--- config.mk ---
export PLATFORM = sky130hd
export DESIGN_NAME = phy_init_host_flat
export DESIGN_NICKNAME = d
export VERILOG_FILES = /design/src/common/phy_init_pkg.sv /design/src/common/mgmt_if.sv /design/src/design/ahb_cfg_slave.sv /design/src/design/phy_init_host.sv /design/src/flat_wrapper.sv
export SDC_FILE = /design/constraint.sdc
export NUM_CORES = 1
export LEC_CHECK = 0
export ABC_AREA = 1
export BUFFER_PORTS_ARGS = -buffer_cell sky130_fd_sc_hd__buf_2
export CAP_MARGIN = 20
export CORE_MARGIN = 3
export CORE_UTILIZATION = 50
export CTS_CLUSTER_DIAMETER = 200
export CTS_CLUSTER_SIZE = 24
export DETAILED_ROUTE_END_ITERATION = 8
export GPL_TIMING_DRIVEN = 1
export PLACE_DENSITY = 0.74
export SLEW_MARGIN = 20
export SYNTH_ARGS = -nofsm -noshare
export SYNTH_HDL_FRONTEND = slang
export SYNTH_HIERARCHICAL = 1
export SYNTH_SLANG_ARGS = --single-unit
--- constraint.sdc ---
create_clock -name i_mclk -period 2.3 [get_ports i_mclk]
set_input_delay 0 -clock i_mclk [delete_from_list [all_inputs] [get_ports i_mclk]]
set_output_delay 0 -clock i_mclk [all_outputs]
set_load 0.1 [all_outputs]
--- src/common/phy_init_pkg.sv ---
// constants, types and sequence table shared by both ends of the phy init link
package phy_init_pkg;
  localparam int unsigned NUM_PORTS = 5;
  localparam logic [2:0] FIRST_PORT = 3'h1;
  localparam logic [3:0] PHY_WIN_NIBBLE = 4'h1;
  localparam logic [4:0] REG_BASIC_CTRL = 5'h00;
  localparam logic [4:0] REG_MMD_SETUP = 5'h0d;
  localparam logic [4:0] REG_MMD_DATA = 5'h0e;
  localparam logic [15:0] CTRL_FORCE_100FD = 16'h2100;
  localparam logic [15:0] CTRL_AN_RESTART = 16'h1340;
  localparam int unsigned CTRL_AN_EN_BIT = 12;
  localparam int unsigned CTRL_RESTART_BIT = 9;
  localparam logic [1:0] MMD_FN_ADDR = 2'h0;
  localparam logic [1:0] MMD_FN_DATA = 2'h1;
  localparam logic [7:0] MMD_DEV_PMA = 8'h01;
  localparam logic [7:0] MMD_DEV_VEND = 8'h1c;
  localparam logic [7:0] MMD_UNFIXED_REG = 8'h08;
  localparam logic [4:0] AN_EN_RST = 5'h1f;
  localparam logic [4:0] STEP_LAST = 5'h1d;
  localparam logic [2:0] INBAND_PORT_DEF = 3'h7;
  typedef enum logic [1:0] {
    PATH_MDIO = 2'h0,
    PATH_I2C = 2'h1,
    PATH_SPI = 2'h2,
    PATH_INBAND = 2'h3
  } mgmt_path_t;
  localparam logic [7:0] OFS_CTRL = 8'h00;
  localparam logic [7:0] OFS_STATUS = 8'h04;
  localparam logic [7:0] OFS_PORT_MASK = 8'h08;
  localparam logic [1:0] CTRL_PATH_RST = 2'h0;
  localparam logic [4:0] PORT_MASK_RST = 5'h1f;

  // devad, register, value of the receive tuning list, in issue order
  function automatic logic [31:0] mmd_entry(input logic [2:0] idx);
    case (idx)
      3'h0: mmd_entry = {8'h01, 8'h6f, 16'hdd0b};
      3'h1: mmd_entry = {8'h01, 8'h8f, 16'h6032};
      3'h2: mmd_entry = {8'h01, 8'h9d, 16'h248c};
      3'h3: mmd_entry = {8'h01, 8'h75, 16'h0060};
      3'h4: mmd_entry = {8'h01, 8'hd3, 16'h7777};
      3'h5: mmd_entry = {8'h1c, 8'h06, 16'h3008};
      default: mmd_entry = {8'h1c, 8'h08, 16'h2000};
    endcase
  endfunction : mmd_entry

  // byte address of standard phy register r of port p
  function automatic logic [15:0] phy_addr(input logic [2:0] p, input logic [4:0] r);
    phy_addr = {1'b0, p, PHY_WIN_NIBBLE, 2'h0, r, 1'b0};
  endfunction : phy_addr
endpackage : phy_init_pkg

--- src/common/mgmt_if.sv ---
// management access link between the init sequencer and the switch register space
`timescale 1ns/1ps
interface mgmt_if;
  logic req;
  logic we;
  logic [15:0] addr;
  logic [15:0] wdata;
  phy_init_pkg::mgmt_path_t path;
  logic [2:0] ib_port;
  logic ack;
  logic err;
  logic [15:0] rdata;
  modport cfg (output req, output we, output addr, output wdata, output path, output ib_port,
               input ack, input err, input rdata);
  modport dev (input req, input we, input addr, input wdata, input path, input ib_port,
               output ack, output err, output rdata);
endinterface : mgmt_if

--- src/design/ahb_cfg_slave.sv ---
// ahb-lite slave for the sequencer control registers
`timescale 1ns/1ps
module ahb_cfg_slave (
  // clock and reset
  input wire logic i_mclk,
  input wire logic i_rst,
  // ahb-lite
  input wire logic i_hsel,
  input wire logic [31:0] i_haddr,
  input wire logic [1:0] i_htrans,
  input wire logic i_hwrite,
  input wire logic [2:0] i_hsize,
  input wire logic [31:0] i_hwdata,
  input wire logic i_hready,
  output logic o_hreadyout,
  output logic o_hresp,
  output logic [31:0] o_hrdata,
  // register side
  output logic o_wr,
  output logic [7:0] o_wofs,
  output logic [31:0] o_wdata,
  input wire logic [31:0] i_rd_ctrl,
  input wire logic [31:0] i_rd_status,
  input wire logic [31:0] i_rd_mask
);
  logic aphase;
  logic wpend_q, wpend_d;
  logic [7:0] wofs_q, wofs_d;
  logic [31:0] hrdata_q, hrdata_d;

  always_comb begin
    // only whole aligned words; other sizes are ignored but still answered okay
    aphase = i_hsel & i_htrans[1] & i_hready & (i_hsize == 3'h2) & (i_haddr[1:0] == 2'h0);
    wpend_d = aphase & i_hwrite;
    wofs_d = aphase ? i_haddr[7:0] : wofs_q;
    hrdata_d = hrdata_q;
    if (aphase & ~i_hwrite) begin
      case (i_haddr[7:0])
        phy_init_pkg::OFS_CTRL: hrdata_d = i_rd_ctrl;
        phy_init_pkg::OFS_STATUS: hrdata_d = i_rd_status;
        phy_init_pkg::OFS_PORT_MASK: hrdata_d = i_rd_mask;
        default: hrdata_d = 32'h0000_0000;
      endcase
    end
  end

  always_ff @(posedge i_mclk or posedge i_rst) begin
    if (i_rst) begin
      wpend_q <= 1'b0;
      wofs_q <= 8'h00;
      hrdata_q <= 32'h0000_0000;
      o_hreadyout <= 1'b1;
      o_hresp <= 1'b0;
    end else begin
      wpend_q <= wpend_d;
      wofs_q <= wofs_d;
      hrdata_q <= hrdata_d;
      o_hreadyout <= 1'b1;
      o_hresp <= 1'b0;
    end
  end

  // write lands at the end of the data phase, so only a read whose address phase comes after that sees it
  assign o_wr = wpend_q;
  assign o_wofs = wofs_q;
  assign o_wdata = i_hwdata;
  assign o_hrdata = hrdata_q;
endmodule : ahb_cfg_slave

--- src/design/phy_init_host.sv ---
// configuring end: walks every selected phy port through the receive tuning sequence
//
// Implementation choices: the address map and the AHB-Lite interface to the registers.
`timescale 1ns/1ps
module phy_init_host #(
  parameter int unsigned NUM_PORTS = phy_init_pkg::NUM_PORTS
) (
  // clock and reset
  input wire logic i_mclk,
  input wire logic i_rst,
  // ahb-lite
  input wire logic i_hsel,
  input wire logic [31:0] i_haddr,
  input wire logic [1:0] i_htrans,
  input wire logic i_hwrite,
  input wire logic [2:0] i_hsize,
  input wire logic [31:0] i_hwdata,
  input wire logic i_hready,
  output logic o_hreadyout,
  output logic o_hresp,
  output logic [31:0] o_hrdata,
  // management link
  mgmt_if.cfg m,
  // progress
  output logic o_busy,
  output logic o_done
);
  typedef enum logic [3:0] {
    ST_IDLE = 4'b0001,
    ST_REQ = 4'b0010,
    ST_WAIT = 4'b0100,
    ST_END = 4'b1000
  } seq_state_t;

  seq_state_t state_q, state_d;
  logic [2:0] port_q, port_d;
  logic [4:0] step_q, step_d;
  logic rd_q, rd_d;
  logic req_q, req_d;
  logic we_q, we_d;
  logic [15:0] addr_q, addr_d;
  logic [15:0] wdata_q, wdata_d;
  logic busy_q, busy_d;
  logic done_q, done_d;
  logic err_q, err_d;
  logic mism_q, mism_d;
  logic verify_q, verify_d;
  logic [1:0] path_q, path_d;
  logic [2:0] ibp_q, ibp_d;
  logic [NUM_PORTS-1:0] mask_q, mask_d;
  logic wr;
  logic [7:0] wofs;
  logic [31:0] wdata;
  logic start;
  logic [4:0] k;
  logic [31:0] ent;
  logic [31:0] sw;
  logic [15:0] cmp_mask;
  logic [2:0] np;

  ahb_cfg_slave u_slave (
    .i_mclk(i_mclk),
    .i_rst(i_rst),
    .i_hsel(i_hsel),
    .i_haddr(i_haddr),
    .i_htrans(i_htrans),
    .i_hwrite(i_hwrite),
    .i_hsize(i_hsize),
    .i_hwdata(i_hwdata),
    .i_hready(i_hready),
    .o_hreadyout(o_hreadyout),
    .o_hresp(o_hresp),
    .o_hrdata(o_hrdata),
    .o_wr(wr),
    .o_wofs(wofs),
    .o_wdata(wdata),
    .i_rd_ctrl({25'h0, verify_q, ibp_q, path_q, 1'b0}),
    .i_rd_status({20'h0, step_q, port_q, mism_q, err_q, done_q, busy_q}),
    .i_rd_mask({{(32 - NUM_PORTS){1'b0}}, mask_q})
  );

  // lowest selected port above cur, zero when none is left
  function automatic logic [2:0] next_port(input logic [2:0] cur, input logic [NUM_PORTS-1:0] msk);
    logic [2:0] r;
    r = 3'h0;
    for (int p = NUM_PORTS; p >= 1; p--) begin
      if (msk[p-1] && 3'(p) > cur)
        r = 3'(p);
    end
    return r;
  endfunction : next_port

  // address and data of one sequence step of one port
  function automatic logic [31:0] step_word(input logic [2:0] p, input logic [4:0] s);
    logic [4:0] j;
    logic [31:0] e;
    j = s - 5'h1;
    e = phy_init_pkg::mmd_entry(j[4:2]);
    if (s == 5'h0)
      return {phy_init_pkg::phy_addr(p, phy_init_pkg::REG_BASIC_CTRL), phy_init_pkg::CTRL_FORCE_100FD};
    if (s == phy_init_pkg::STEP_LAST)
      return {phy_init_pkg::phy_addr(p, phy_init_pkg::REG_BASIC_CTRL), phy_init_pkg::CTRL_AN_RESTART};
    case (j[1:0])
      2'h0: return {phy_init_pkg::phy_addr(p, phy_init_pkg::REG_MMD_SETUP),
                    phy_init_pkg::MMD_FN_ADDR, 6'h00, e[31:24]};
      2'h1: return {phy_init_pkg::phy_addr(p, phy_init_pkg::REG_MMD_DATA), 8'h00, e[23:16]};
      2'h2: return {phy_init_pkg::phy_addr(p, phy_init_pkg::REG_MMD_SETUP),
                    phy_init_pkg::MMD_FN_DATA, 6'h00, e[31:24]};
      default: return {phy_init_pkg::phy_addr(p, phy_init_pkg::REG_MMD_DATA), e[15:0]};
    endcase
  endfunction : step_word

  always_comb begin
    start = wr & (wofs == phy_init_pkg::OFS_CTRL) & wdata[0];
    k = step_q - 5'h1;
    ent = phy_init_pkg::mmd_entry(k[4:2]);
    sw = step_word(port_q, step_q);
    cmp_mask = 16'hffff;
    if (ent[31:24] == phy_init_pkg::MMD_DEV_VEND && ent[23:16] == phy_init_pkg::MMD_UNFIXED_REG)
      cmp_mask = 16'hfffe;
    np = next_port(port_q, mask_q);
    // configuration registers; changes while busy apply at once to the run under way
    path_d = path_q;
    ibp_d = ibp_q;
    verify_d = verify_q;
    mask_d = mask_q;
    if (wr && wofs == phy_init_pkg::OFS_CTRL) begin
      path_d = wdata[2:1];
      ibp_d = wdata[5:3];
      verify_d = wdata[6];
    end
    if (wr && wofs == phy_init_pkg::OFS_PORT_MASK)
      mask_d = wdata[NUM_PORTS-1:0];
    state_d = state_q;
    port_d = port_q;
    step_d = step_q;
    rd_d = rd_q;
    req_d = req_q;
    we_d = we_q;
    addr_d = addr_q;
    wdata_d = wdata_q;
    busy_d = busy_q;
    done_d = done_q;
    err_d = err_q;
    mism_d = mism_q;
    case (state_q)
      ST_IDLE: begin
        // start is ignored while a run is under way
        if (start) begin
          done_d = 1'b0;
          err_d = 1'b0;
          mism_d = 1'b0;
          busy_d = 1'b1;
          port_d = next_port(3'h0, mask_d);
          step_d = 5'h0;
          rd_d = 1'b0;
          state_d = (next_port(3'h0, mask_d) == 3'h0) ? ST_END : ST_REQ;
        end
      end
      ST_REQ: begin
        req_d = 1'b1;
        we_d = ~rd_q;
        addr_d = sw[31:16];
        wdata_d = sw[15:0];
        state_d = ST_WAIT;
      end
      ST_WAIT: begin
        if (m.ack) begin
          req_d = 1'b0;
          if (m.err) begin
            err_d = 1'b1;
            busy_d = 1'b0;
            state_d = ST_IDLE;
          end else if (!rd_q && verify_q && step_q != 5'h0 && step_q != phy_init_pkg::STEP_LAST
                       && k[1:0] == 2'h3) begin
            rd_d = 1'b1;
            state_d = ST_REQ;
          end else begin
            if (rd_q && ((m.rdata ^ ent[15:0]) & cmp_mask) != 16'h0000)
              mism_d = 1'b1;
            rd_d = 1'b0;
            state_d = ST_REQ;
            if (step_q == phy_init_pkg::STEP_LAST) begin
              step_d = 5'h0;
              port_d = np;
              if (np == 3'h0)
                state_d = ST_END;
            end else begin
              step_d = step_q + 5'h1;
            end
          end
        end
      end
      ST_END: begin
        busy_d = 1'b0;
        done_d = 1'b1;
        state_d = ST_IDLE;
      end
      default: begin
        state_d = ST_IDLE;
      end
    endcase
  end

  always_ff @(posedge i_mclk or posedge i_rst) begin
    if (i_rst) begin
      state_q <= ST_IDLE;
      port_q <= 3'h0;
      step_q <= 5'h0;
      rd_q <= 1'b0;
      req_q <= 1'b0;
      we_q <= 1'b0;
      addr_q <= 16'h0000;
      wdata_q <= 16'h0000;
      busy_q <= 1'b0;
      done_q <= 1'b0;
      err_q <= 1'b0;
      mism_q <= 1'b0;
      verify_q <= 1'b0;
      path_q <= phy_init_pkg::CTRL_PATH_RST;
      ibp_q <= phy_init_pkg::INBAND_PORT_DEF;
      mask_q <= NUM_PORTS'(phy_init_pkg::PORT_MASK_RST);
    end else begin
      state_q <= state_d;
      port_q <= port_d;
      step_q <= step_d;
      rd_q <= rd_d;
      req_q <= req_d;
      we_q <= we_d;
      addr_q <= addr_d;
      wdata_q <= wdata_d;
      busy_q <= busy_d;
      done_q <= done_d;
      err_q <= err_d;
      mism_q <= mism_d;
      verify_q <= verify_d;
      path_q <= path_d;
      ibp_q <= ibp_d;
      mask_q <= mask_d;
    end
  end

  assign m.req = req_q;
  assign m.we = we_q;
  assign m.addr = addr_q;
  assign m.wdata = wdata_q;
  assign m.path = phy_init_pkg::mgmt_path_t'(path_q);
  assign m.ib_port = ibp_q;
  assign o_busy = busy_q;
  assign o_done = done_q;
endmodule : phy_init_host

--- src/flat_wrapper.sv ---
// flat-port wrapper written by rule: the top's interface ports become plain ports
module phy_init_host_flat 
#(
  parameter int unsigned NUM_PORTS = phy_init_pkg::NUM_PORTS
)
  (i_mclk, i_rst, i_hsel, i_haddr, i_htrans, i_hwrite, i_hsize, i_hwdata, i_hready, o_hreadyout, o_hresp, o_hrdata, o_busy, o_done, m_req, m_we, m_addr, m_wdata, m_path, m_ib_port, m_ack, m_err, m_rdata);
  mgmt_if m_i ();
  input wire logic i_mclk;
  input wire logic i_rst;
  input wire logic i_hsel;
  input wire logic [31:0] i_haddr;
  input wire logic [1:0] i_htrans;
  input wire logic i_hwrite;
  input wire logic [2:0] i_hsize;
  input wire logic [31:0] i_hwdata;
  input wire logic i_hready;
  output logic o_hreadyout;
  output logic o_hresp;
  output logic [31:0] o_hrdata;
  output logic o_busy;
  output logic o_done;
  output wire logic [$bits(m_i.req)-1:0] m_req;
  output wire logic [$bits(m_i.we)-1:0] m_we;
  output wire logic [$bits(m_i.addr)-1:0] m_addr;
  output wire logic [$bits(m_i.wdata)-1:0] m_wdata;
  output wire logic [$bits(m_i.path)-1:0] m_path;
  output wire logic [$bits(m_i.ib_port)-1:0] m_ib_port;
  input wire logic [$bits(m_i.ack)-1:0] m_ack;
  input wire logic [$bits(m_i.err)-1:0] m_err;
  input wire logic [$bits(m_i.rdata)-1:0] m_rdata;
  assign m_req = m_i.req;
  assign m_we = m_i.we;
  assign m_addr = m_i.addr;
  assign m_wdata = m_i.wdata;
  assign m_path = m_i.path;
  assign m_ib_port = m_i.ib_port;
  assign m_i.ack = m_ack;
  assign m_i.err = m_err;
  assign m_i.rdata = m_rdata;
  phy_init_host #(.NUM_PORTS(NUM_PORTS)) u_core (.i_mclk(i_mclk), .i_rst(i_rst), .i_hsel(i_hsel), .i_haddr(i_haddr), .i_htrans(i_htrans), .i_hwrite(i_hwrite), .i_hsize(i_hsize), .i_hwdata(i_hwdata), .i_hready(i_hready), .o_hreadyout(o_hreadyout), .o_hresp(o_hresp), .o_hrdata(o_hrdata), .m(m_i), .o_busy(o_busy), .o_done(o_done));
endmodule
==> summary.md, run 1 <==
| Metric | Value |
|---|---|
| Power per cell area | 844 nW/um2 |
| Number of antenna violations at the first check in global routing | 0 |
| Layout overhead on the synthesized area | 21.2% |
| Post-layout minimum cycle time | 2.08 ns |
| Inserted Diodes | 0 |
| Number of H-tree levels | 3 |
| Boundary pin count | 167 |
| HPWL Detailed | 9800 um |
| Part of the total power dissipated in sequential elements | 33.4% |
| Wire length after detailed routing | roughly 14000 um |
| Number of design-rule violations left by the first detailed-router iteration | around 270 |
| Mapped cell area | 5760 um2 |
| Share of the clock period used by the worst path | 90.3% |
| # port buffers | 106 |
| Critical R2R Launch | u_core/step_q[1] |
| Width of the die | 113 um |
| Root buffer selected by CTS | clkbuf_16 |
| Clock tree skew after final layout | 0.00800 ns |
| Routed Antenna Nets | 0 |
| Final setup margin | 0.222 ns |
| Leading cell types in the layout, fill and taps excluded | nand2_1 (248), nand3_1 (119), buf_2 (106), dfrtp_1 (84), conb_1 (83) |
| Crit end category | flop |
| GRT Overall Usage | 22.0% |
| Post-DR wirelength/cell | 12.4 um |
| Count of cells along the worst hold path | 4 |
| Die area | 12900 um2 |
| Type of the most critical hold path | in2reg |
| Post-CTS Repair Setup Buffers | 0 |
| Hold Path Sink | u_core/u_slave/o_wr |
| Via density per instance | ~4.8 |
| Die boundary height | 113 um |
| CTS tree | done |
| Slew at the pin with the worst max-slew slack | 0.644 ns |
| Row cnt | 38 |
| Fin cells | approximately 1100 |
| Share of post-route cells with drive strength above 1 | 22.4% |
| Drt pass-1 iters | 5 |
| Outcome | finished, final reports clean |
| Synthesis Warnings | 6 |
| Required @ worst endpoint | 2.53 ns |
| Worst min-delay path startpoint | i_hsize[0] |
| Final setup violation count | 0 |
| Fraction of power consumed by the clock network | approximately a quarter |
| Synthesized instance count | 774 |
| Number of buffers inserted during clock tree synthesis | 9 |
| Total power of the final layout | about 5900 uW |
| Internal | 3110 uW |
| Starting density of the core | between 50% and 60% |
| Reg-to-reg endpoint | u_core/mism_q |
| Most common cell after layout, fill and taps aside | nand2_1 |
| Area occupied by multi-input gates | 3080 um2 |
| Worst-case setup slack after placement | 0.212 ns |
| Clock-pin slew reported for the worst setup and hold paths after clock tree synthesis | 0.07 ns |
| Vias in the first global route | 4961 |
| Final Slew Violations | 0 |
| RD Place Congestion | slightly above 0.9 |
| Arrival time of data at the critical path endpoint | 2.30 ns |
| Number of fill cells in the layout | 1059 |
| Slew margin rel. | 56.9% |
| Kind of start point of the critical path | flop |
| Number of design rule violations left after detail routing | 0 |
| RSZ-0062 raised after global routing | no |
| Pin count of the biggest net entering global routing | 65 |
| Total count of hold-check failures in the final report | 0 |
| Via count | 5289 |
| Path type of the worst setup path | reg2reg |
| Register area | 2340 um2 |
| Sink Count | between 90 and 100 |
| Worst hold slack | 0.0746 ns |
| Global route total overflow | 0 |
| Placeable core region | 11000 um2 |
| Flop-to-flop setup slack | ~0.22 ns |
| Placed cell count | approximately 1100 |
| Maximum clock path buffer count | 2 |
| Proportion of total power due to net switching | 47.2% |
| Max-capacitance violation count | 0 |
| Timing-limited maximum frequency | 481 MHz |
| Total Negative Setup Slacks | 0 ns |
| Critical path fanouts, max | 9 |
| Synthesized area divided by synthesized cell count | roughly 7.4 um2 |
| Combinational Power Share | 41.5% |
| First-pass GRT wire length | 23300 um |
| Static leakage | 0.00395 uW |
| Highest ir drop seen on vdd | roughly 0.0013 V |
| Logic depth of the worst register-to-register path | 15 |
| Clk_lat worst skew | 0.34 ns |
| Net Sw Power | between 2000 and 3000 uW |
| Net count reported at finish | around 1100 |
==> sequential cells by signal, summed over array words and instances (netlist names) <==
name and flops:
u_core/err_q 1, u_core/m.addr 7, u_core/m.ib_port 3, u_core/m.path 2, u_core/m.req 1, u_core/m.wdata 15
u_core/m.we 1, u_core/mask_q 5, u_core/mism_q 1, u_core/o_busy 1, u_core/o_done 1, u_core/port_q 3
u_core/rd_q 1, u_core/state_q 4, u_core/step_q 5, u_core/u_slave/o_hrdata 32, u_core/u_slave/o_wofs 8, u_core/u_slave/o_wr 1
u_core/verify_q 1
==> what timing repair did <==
action	4_1_cts	5_1_grt
hold buffers	17	0
endpoints found under the setup margin	0	1
resized for setup	0	2
hold endpoints to repair	64	0
==> final cells by class <==
class	instances	share of cell area, %
multi-input combinational	641	44.0
sequential	93	33.5
timing repair buffer	136	11.6
inverter	75	4.14
clock buffer	10	3.42
tap	140	2.51
clock inverter	6	0.842
==> worst max-delay path: stages, from the launching register on <==
cell,delay [ns]
dfrtp_1,0.38
buf_4,0.17
nor2_2,0.14
nand2_1,0.08
nand2_1,0.13
nand2_2,0.17
nand2_1,0.16
nand2_1,0.12
nand2_1,0.07
nand2_1,0.05
nor2_1,0.08
nand2_1,0.06
nor2_1,0.08
nand3_1,0.13
nand2_1,0.10
a21oi_1,0.06
==> metrics by stage <==
step / cell area, um2 / utilization, %
4_1_cts: 6980 / 63.3
6_report: 6990 / 63.4
3_5_place_dp: 6520 / 59.1
3_3_place_gp: 6520 / 59.1
5_1_grt: 6990 / 63.4
2_1_floorplan: 6060 / -
==> worst max-delay path by stage <==
stage | from | endpoint | slack [ns] | cells past startpoint
after CTS | u_core/step_q[1] | u_core/mism_q | 0.19 | 15
after detailed placement | u_core/step_q[0] | u_core/mism_q | 0.21 | 16
after floorplan | u_core/step_q[0] | u_core/mism_q | 0.30 | 16
after global routing | u_core/step_q[1] | u_core/mism_q | 0.01 | 15
final | u_core/step_q[1] | u_core/mism_q | 0.22 | 15
after global placement | u_core/step_q[0] | u_core/mism_q | 0.22 | 16
==> power by group through the flow <==
stage	logic (uW)	registers, uW	clock network [uW]
5_1_grt	2640	2000	1600
2_1_floorplan	997	3010	0
4_1_cts	2450	1970	1520
6_report	2450	1970	1480
3_5_place_dp	2420	1990	0
3_3_place_gp	2400	1990	0
==> routing by layer <==
| metal | part of all wire, % | routed length, um | track usage, % | vias to the layer above |
|---|---|---|---|---|
| li1 | - | - | - | 2763 |
| met3 | 5.0 | 682 | 3.55 | 21 |
| met5 | 0 | 0 | 0 | - |
| met2 | 46 | 6250 | 34.7 | 137 |
| met4 | 1.8 | 246 | 6.97 | 0 |
| met1 | 47 | 6450 | 31.2 | 2368 |
(Power assumes the default switching activity.)
==> run 2: changes to the inputs <==
--- a/config.mk
+++ b/config.mk
@@ -13,7 +13,7 @@
 export CTS_CLUSTER_DIAMETER = 200
 export CTS_CLUSTER_SIZE = 24
 export DETAILED_ROUTE_END_ITERATION = 8
-export GPL_TIMING_DRIVEN = 1
+export GPL_TIMING_DRIVEN = 0
 export PLACE_DENSITY = 0.74
 export SLEW_MARGIN = 20
 export SYNTH_ARGS = -nofsm -noshare
==> run 2 against run 1 <==
Compared with the run above:
- final cell count rose by 2.8%
- combinational power rose by 2%
- via count rose by 2.5%
- largest cell class unchanged
- largest power group unchanged
==> summary.md, run 2 (synthesized netlist as in run 1, its figures left out) <==
| Metric | Value |
|---|---|
| Clock-pin slew reported for the worst setup and hold paths after clock tree synthesis | 0.06 ns |
| Critical path's largest stage delay | 0.45 ns |
| Timing-limited maximum frequency | about 460 MHz |
| Net count reported at finish | 1086 |
| CP Cell Sequence | inv_4, ha_4, buf_6, nand2_1, nand2_1, nand2_4, a21oi_1, nand2_1, nand2_1, nand3_1, nor2_1, nand3_1, nand2_1, a21oi_1 |
| Global route total overflow | 0 |
| # port buffers | 99 |
| Placed cell count | 1095 |
| Layout overhead on the synthesized area | 27.1% |
| Placeable core region | 11000 um2 |
| Required @ worst endpoint | between 2 and 3 ns |
| Arrival time of data at the critical path endpoint | 2.38 ns |
| Sink Count | 93 |
| Worst hold slack | 0.0390 ns |
| Wire length after detailed routing | 14100 um |
| Inserted Diodes | 0 |
| Critical path fanouts, max | 10 |
| Maximum clock path buffer count | 2 |
| Met1 usage in global routing | 29.2% |
| Post-DR wirelength/cell | 12.5 um |
| Master of the slowest instance on the critical path | dfrtp_2 |
| Post-layout minimum cycle time | 2.15 ns |
| Row cnt | 38 |
| Kind of start point of the critical path | flop |
| Final Slew Violations | 0 |
| Share of the clock period used by the worst path | 93.7% |
| Slew margin rel. | approximately 57% |
| Max-capacitance violation count | 0 |
| Fraction of met3 tracks used by global routing | approximately 4.7% |
| Outcome | finished, final reports clean |
| Number of design rule violations left after detail routing | 0 |
| Number of fill cells in the layout | 1023 |
| Total count of hold-check failures in the final report | 0 |
| Via density per instance | 4.79 |
| Number of antenna violations at the first check in global routing | 0 |
| Fin cells | 1132 |
| Path type of the worst setup path | reg2reg |
| Buf+Inv Stages, Crit Path | 2 |
| Routed Antenna Nets | 0 |
| Met2 usage in global routing | a little under two fifths |
| Share of post-route cells with drive strength above 1 | approximately 25% |
| Post-route cell area | 7320 um2 |
| Pin count of the biggest net entering global routing | 30 |
| Power per cell area | 818 nW/um2 |
| Starting density of the core | 52.3% |
| Crit end category | flop |
| Leading cell types in the layout, fill and taps excluded | nand2_1 (247), nand3_1 (119), buf_2 (100), conb_1 (83), dfrtp_1 (82) |
| Clock tree skew after final layout | 0.00752 ns |
| Most congested layer reported by global routing | met2 |
| Static leakage | 0.00414 uW |
| Boundary pin count | 167 |
| Root buffer selected by CTS | clkbuf_16 |
| Cell seen most often among critical-path stages | nand2_1 |
| Cell Area, Placed | 6790 um2 |
| Highest ir drop seen on vdd | between 0.001 and 0.0015 V |
| Number of design-rule violations left by the first detailed-router iteration | 291 |
| Width of the die | 113 um |
| Final setup violation count | 0 |
| Number of buffers inserted during clock tree synthesis | 9 |
| HPWL Detailed | 10600 um |
| Die area | 12900 um2 |
| Most common cell after layout, fill and taps aside | nand2_1 |
| Slew at the pin with the worst max-slew slack | ~0.64 ns |
| RD Place Congestion | 0.897 |
| Total power of the final layout | 5990 uW |
| Via count | 5423 |
| CTS tree | done |
| Number of H-tree levels | 3 |
| Cell type group with the largest total delay on the critical path | simple AND/OR/NAND/NOR gates |
| Clk_lat worst skew | 0.35 ns |
| First-pass GRT wire length | 23300 um |
| Number of flip-flops in the largest register | 32 |
| Type of the most critical hold path | in2reg |
| Drt pass-1 iters | 5 |
| Vias in the first global route | ~5000 |
| GRT Overall Usage | 22.3% |
| Die boundary height | 113 um |
[run 2: metrics by stage]
stage | worst slack, ns | TNS [ns] | utilization, %
2_1_floorplan | 0.296 | 0 | -
3_3_place_gp | -0.114 | -0.114 | 61.1
3_5_place_dp | -0.140 | -0.140 | 61.6
4_1_cts | 0.00374 | 0 | 65.9
5_1_grt | -0.0155 | -0.0155 | 66.4
6_report | 0.146 | 0 | 66.4
[run 2: routing by layer]
layer / routed length (um) / part of all wire (%)
met1: 6310 / 45
met2: 6730 / 48
met3: 852 / 6.0
met4: 230 / 1.6
met5: 0 / 0
[run 2: repair_timing]
item,4_1_cts,5_1_grt
pin swaps,0,1
hold buffers,17,0
setup buffers,0,4
hold endpoints to repair,58,0
gates resized for setup,5,6
setup endpoints to repair,1,3
gates cloned,0,0
[run 2: power breakdown]
group          internal [uW]  leakage, uW  total, uW  switching [uW]
sequential              1850      0.00120       1980             126
combinational            513      0.00279       2510            2000
clock                    874     0.000146       1500             629
[run 2: worst paths after layout]
path	start	endpoint	slack [ns]	depth (start not counted)
min	i_hsize[2]	u_core/u_slave/o_wofs[3]	0.04	5
max	u_core/step_q[0]	u_core/mism_q	0.15	14
max reg2reg	u_core/step_q[0]	u_core/mism_q	0.15	14
min reg2reg	u_core/m.addr[8]	u_core/m.addr[8]	0.47	1
min in group asynchronous	i_rst	u_core/u_slave/o_hrdata[7]	0.27	3
max in group asynchronous	i_rst	u_core/state_q[0]	1.34	4
[run 2: area by class of cell]
| type | instances | area [um2] | share of cell area (%) |
|---|---|---|---|
| Multi-Input combinational cell | 641 | 3090 | 42.2 |
| Sequential cell | 93 | 2340 | 32.0 |
| Timing Repair Buffer | 122 | 751 | 10.2 |
| Buffer | 45 | 369 | 5.04 |
| Inverter | 75 | 292 | 3.98 |
| Clock buffer | 11 | 243 | 3.31 |
| Tap cell | 140 | 175 | 2.39 |
| Clock inverter | 5 | 60.1 | 0.820 |
[run 2: worst reg2reg max path: stages, from the launching register on]
cell and delay [ns]:
dfrtp_2 0.45, inv_4 0.12, ha_4 0.17, buf_6 0.14, nand2_1 0.06, nand2_1 0.10
nand2_4 0.12, a21oi_1 0.31, nand2_1 0.09, nand2_1 0.07, nand3_1 0.07, nor2_1 0.08
nand3_1 0.12, nand2_1 0.08, a21oi_1 0.05
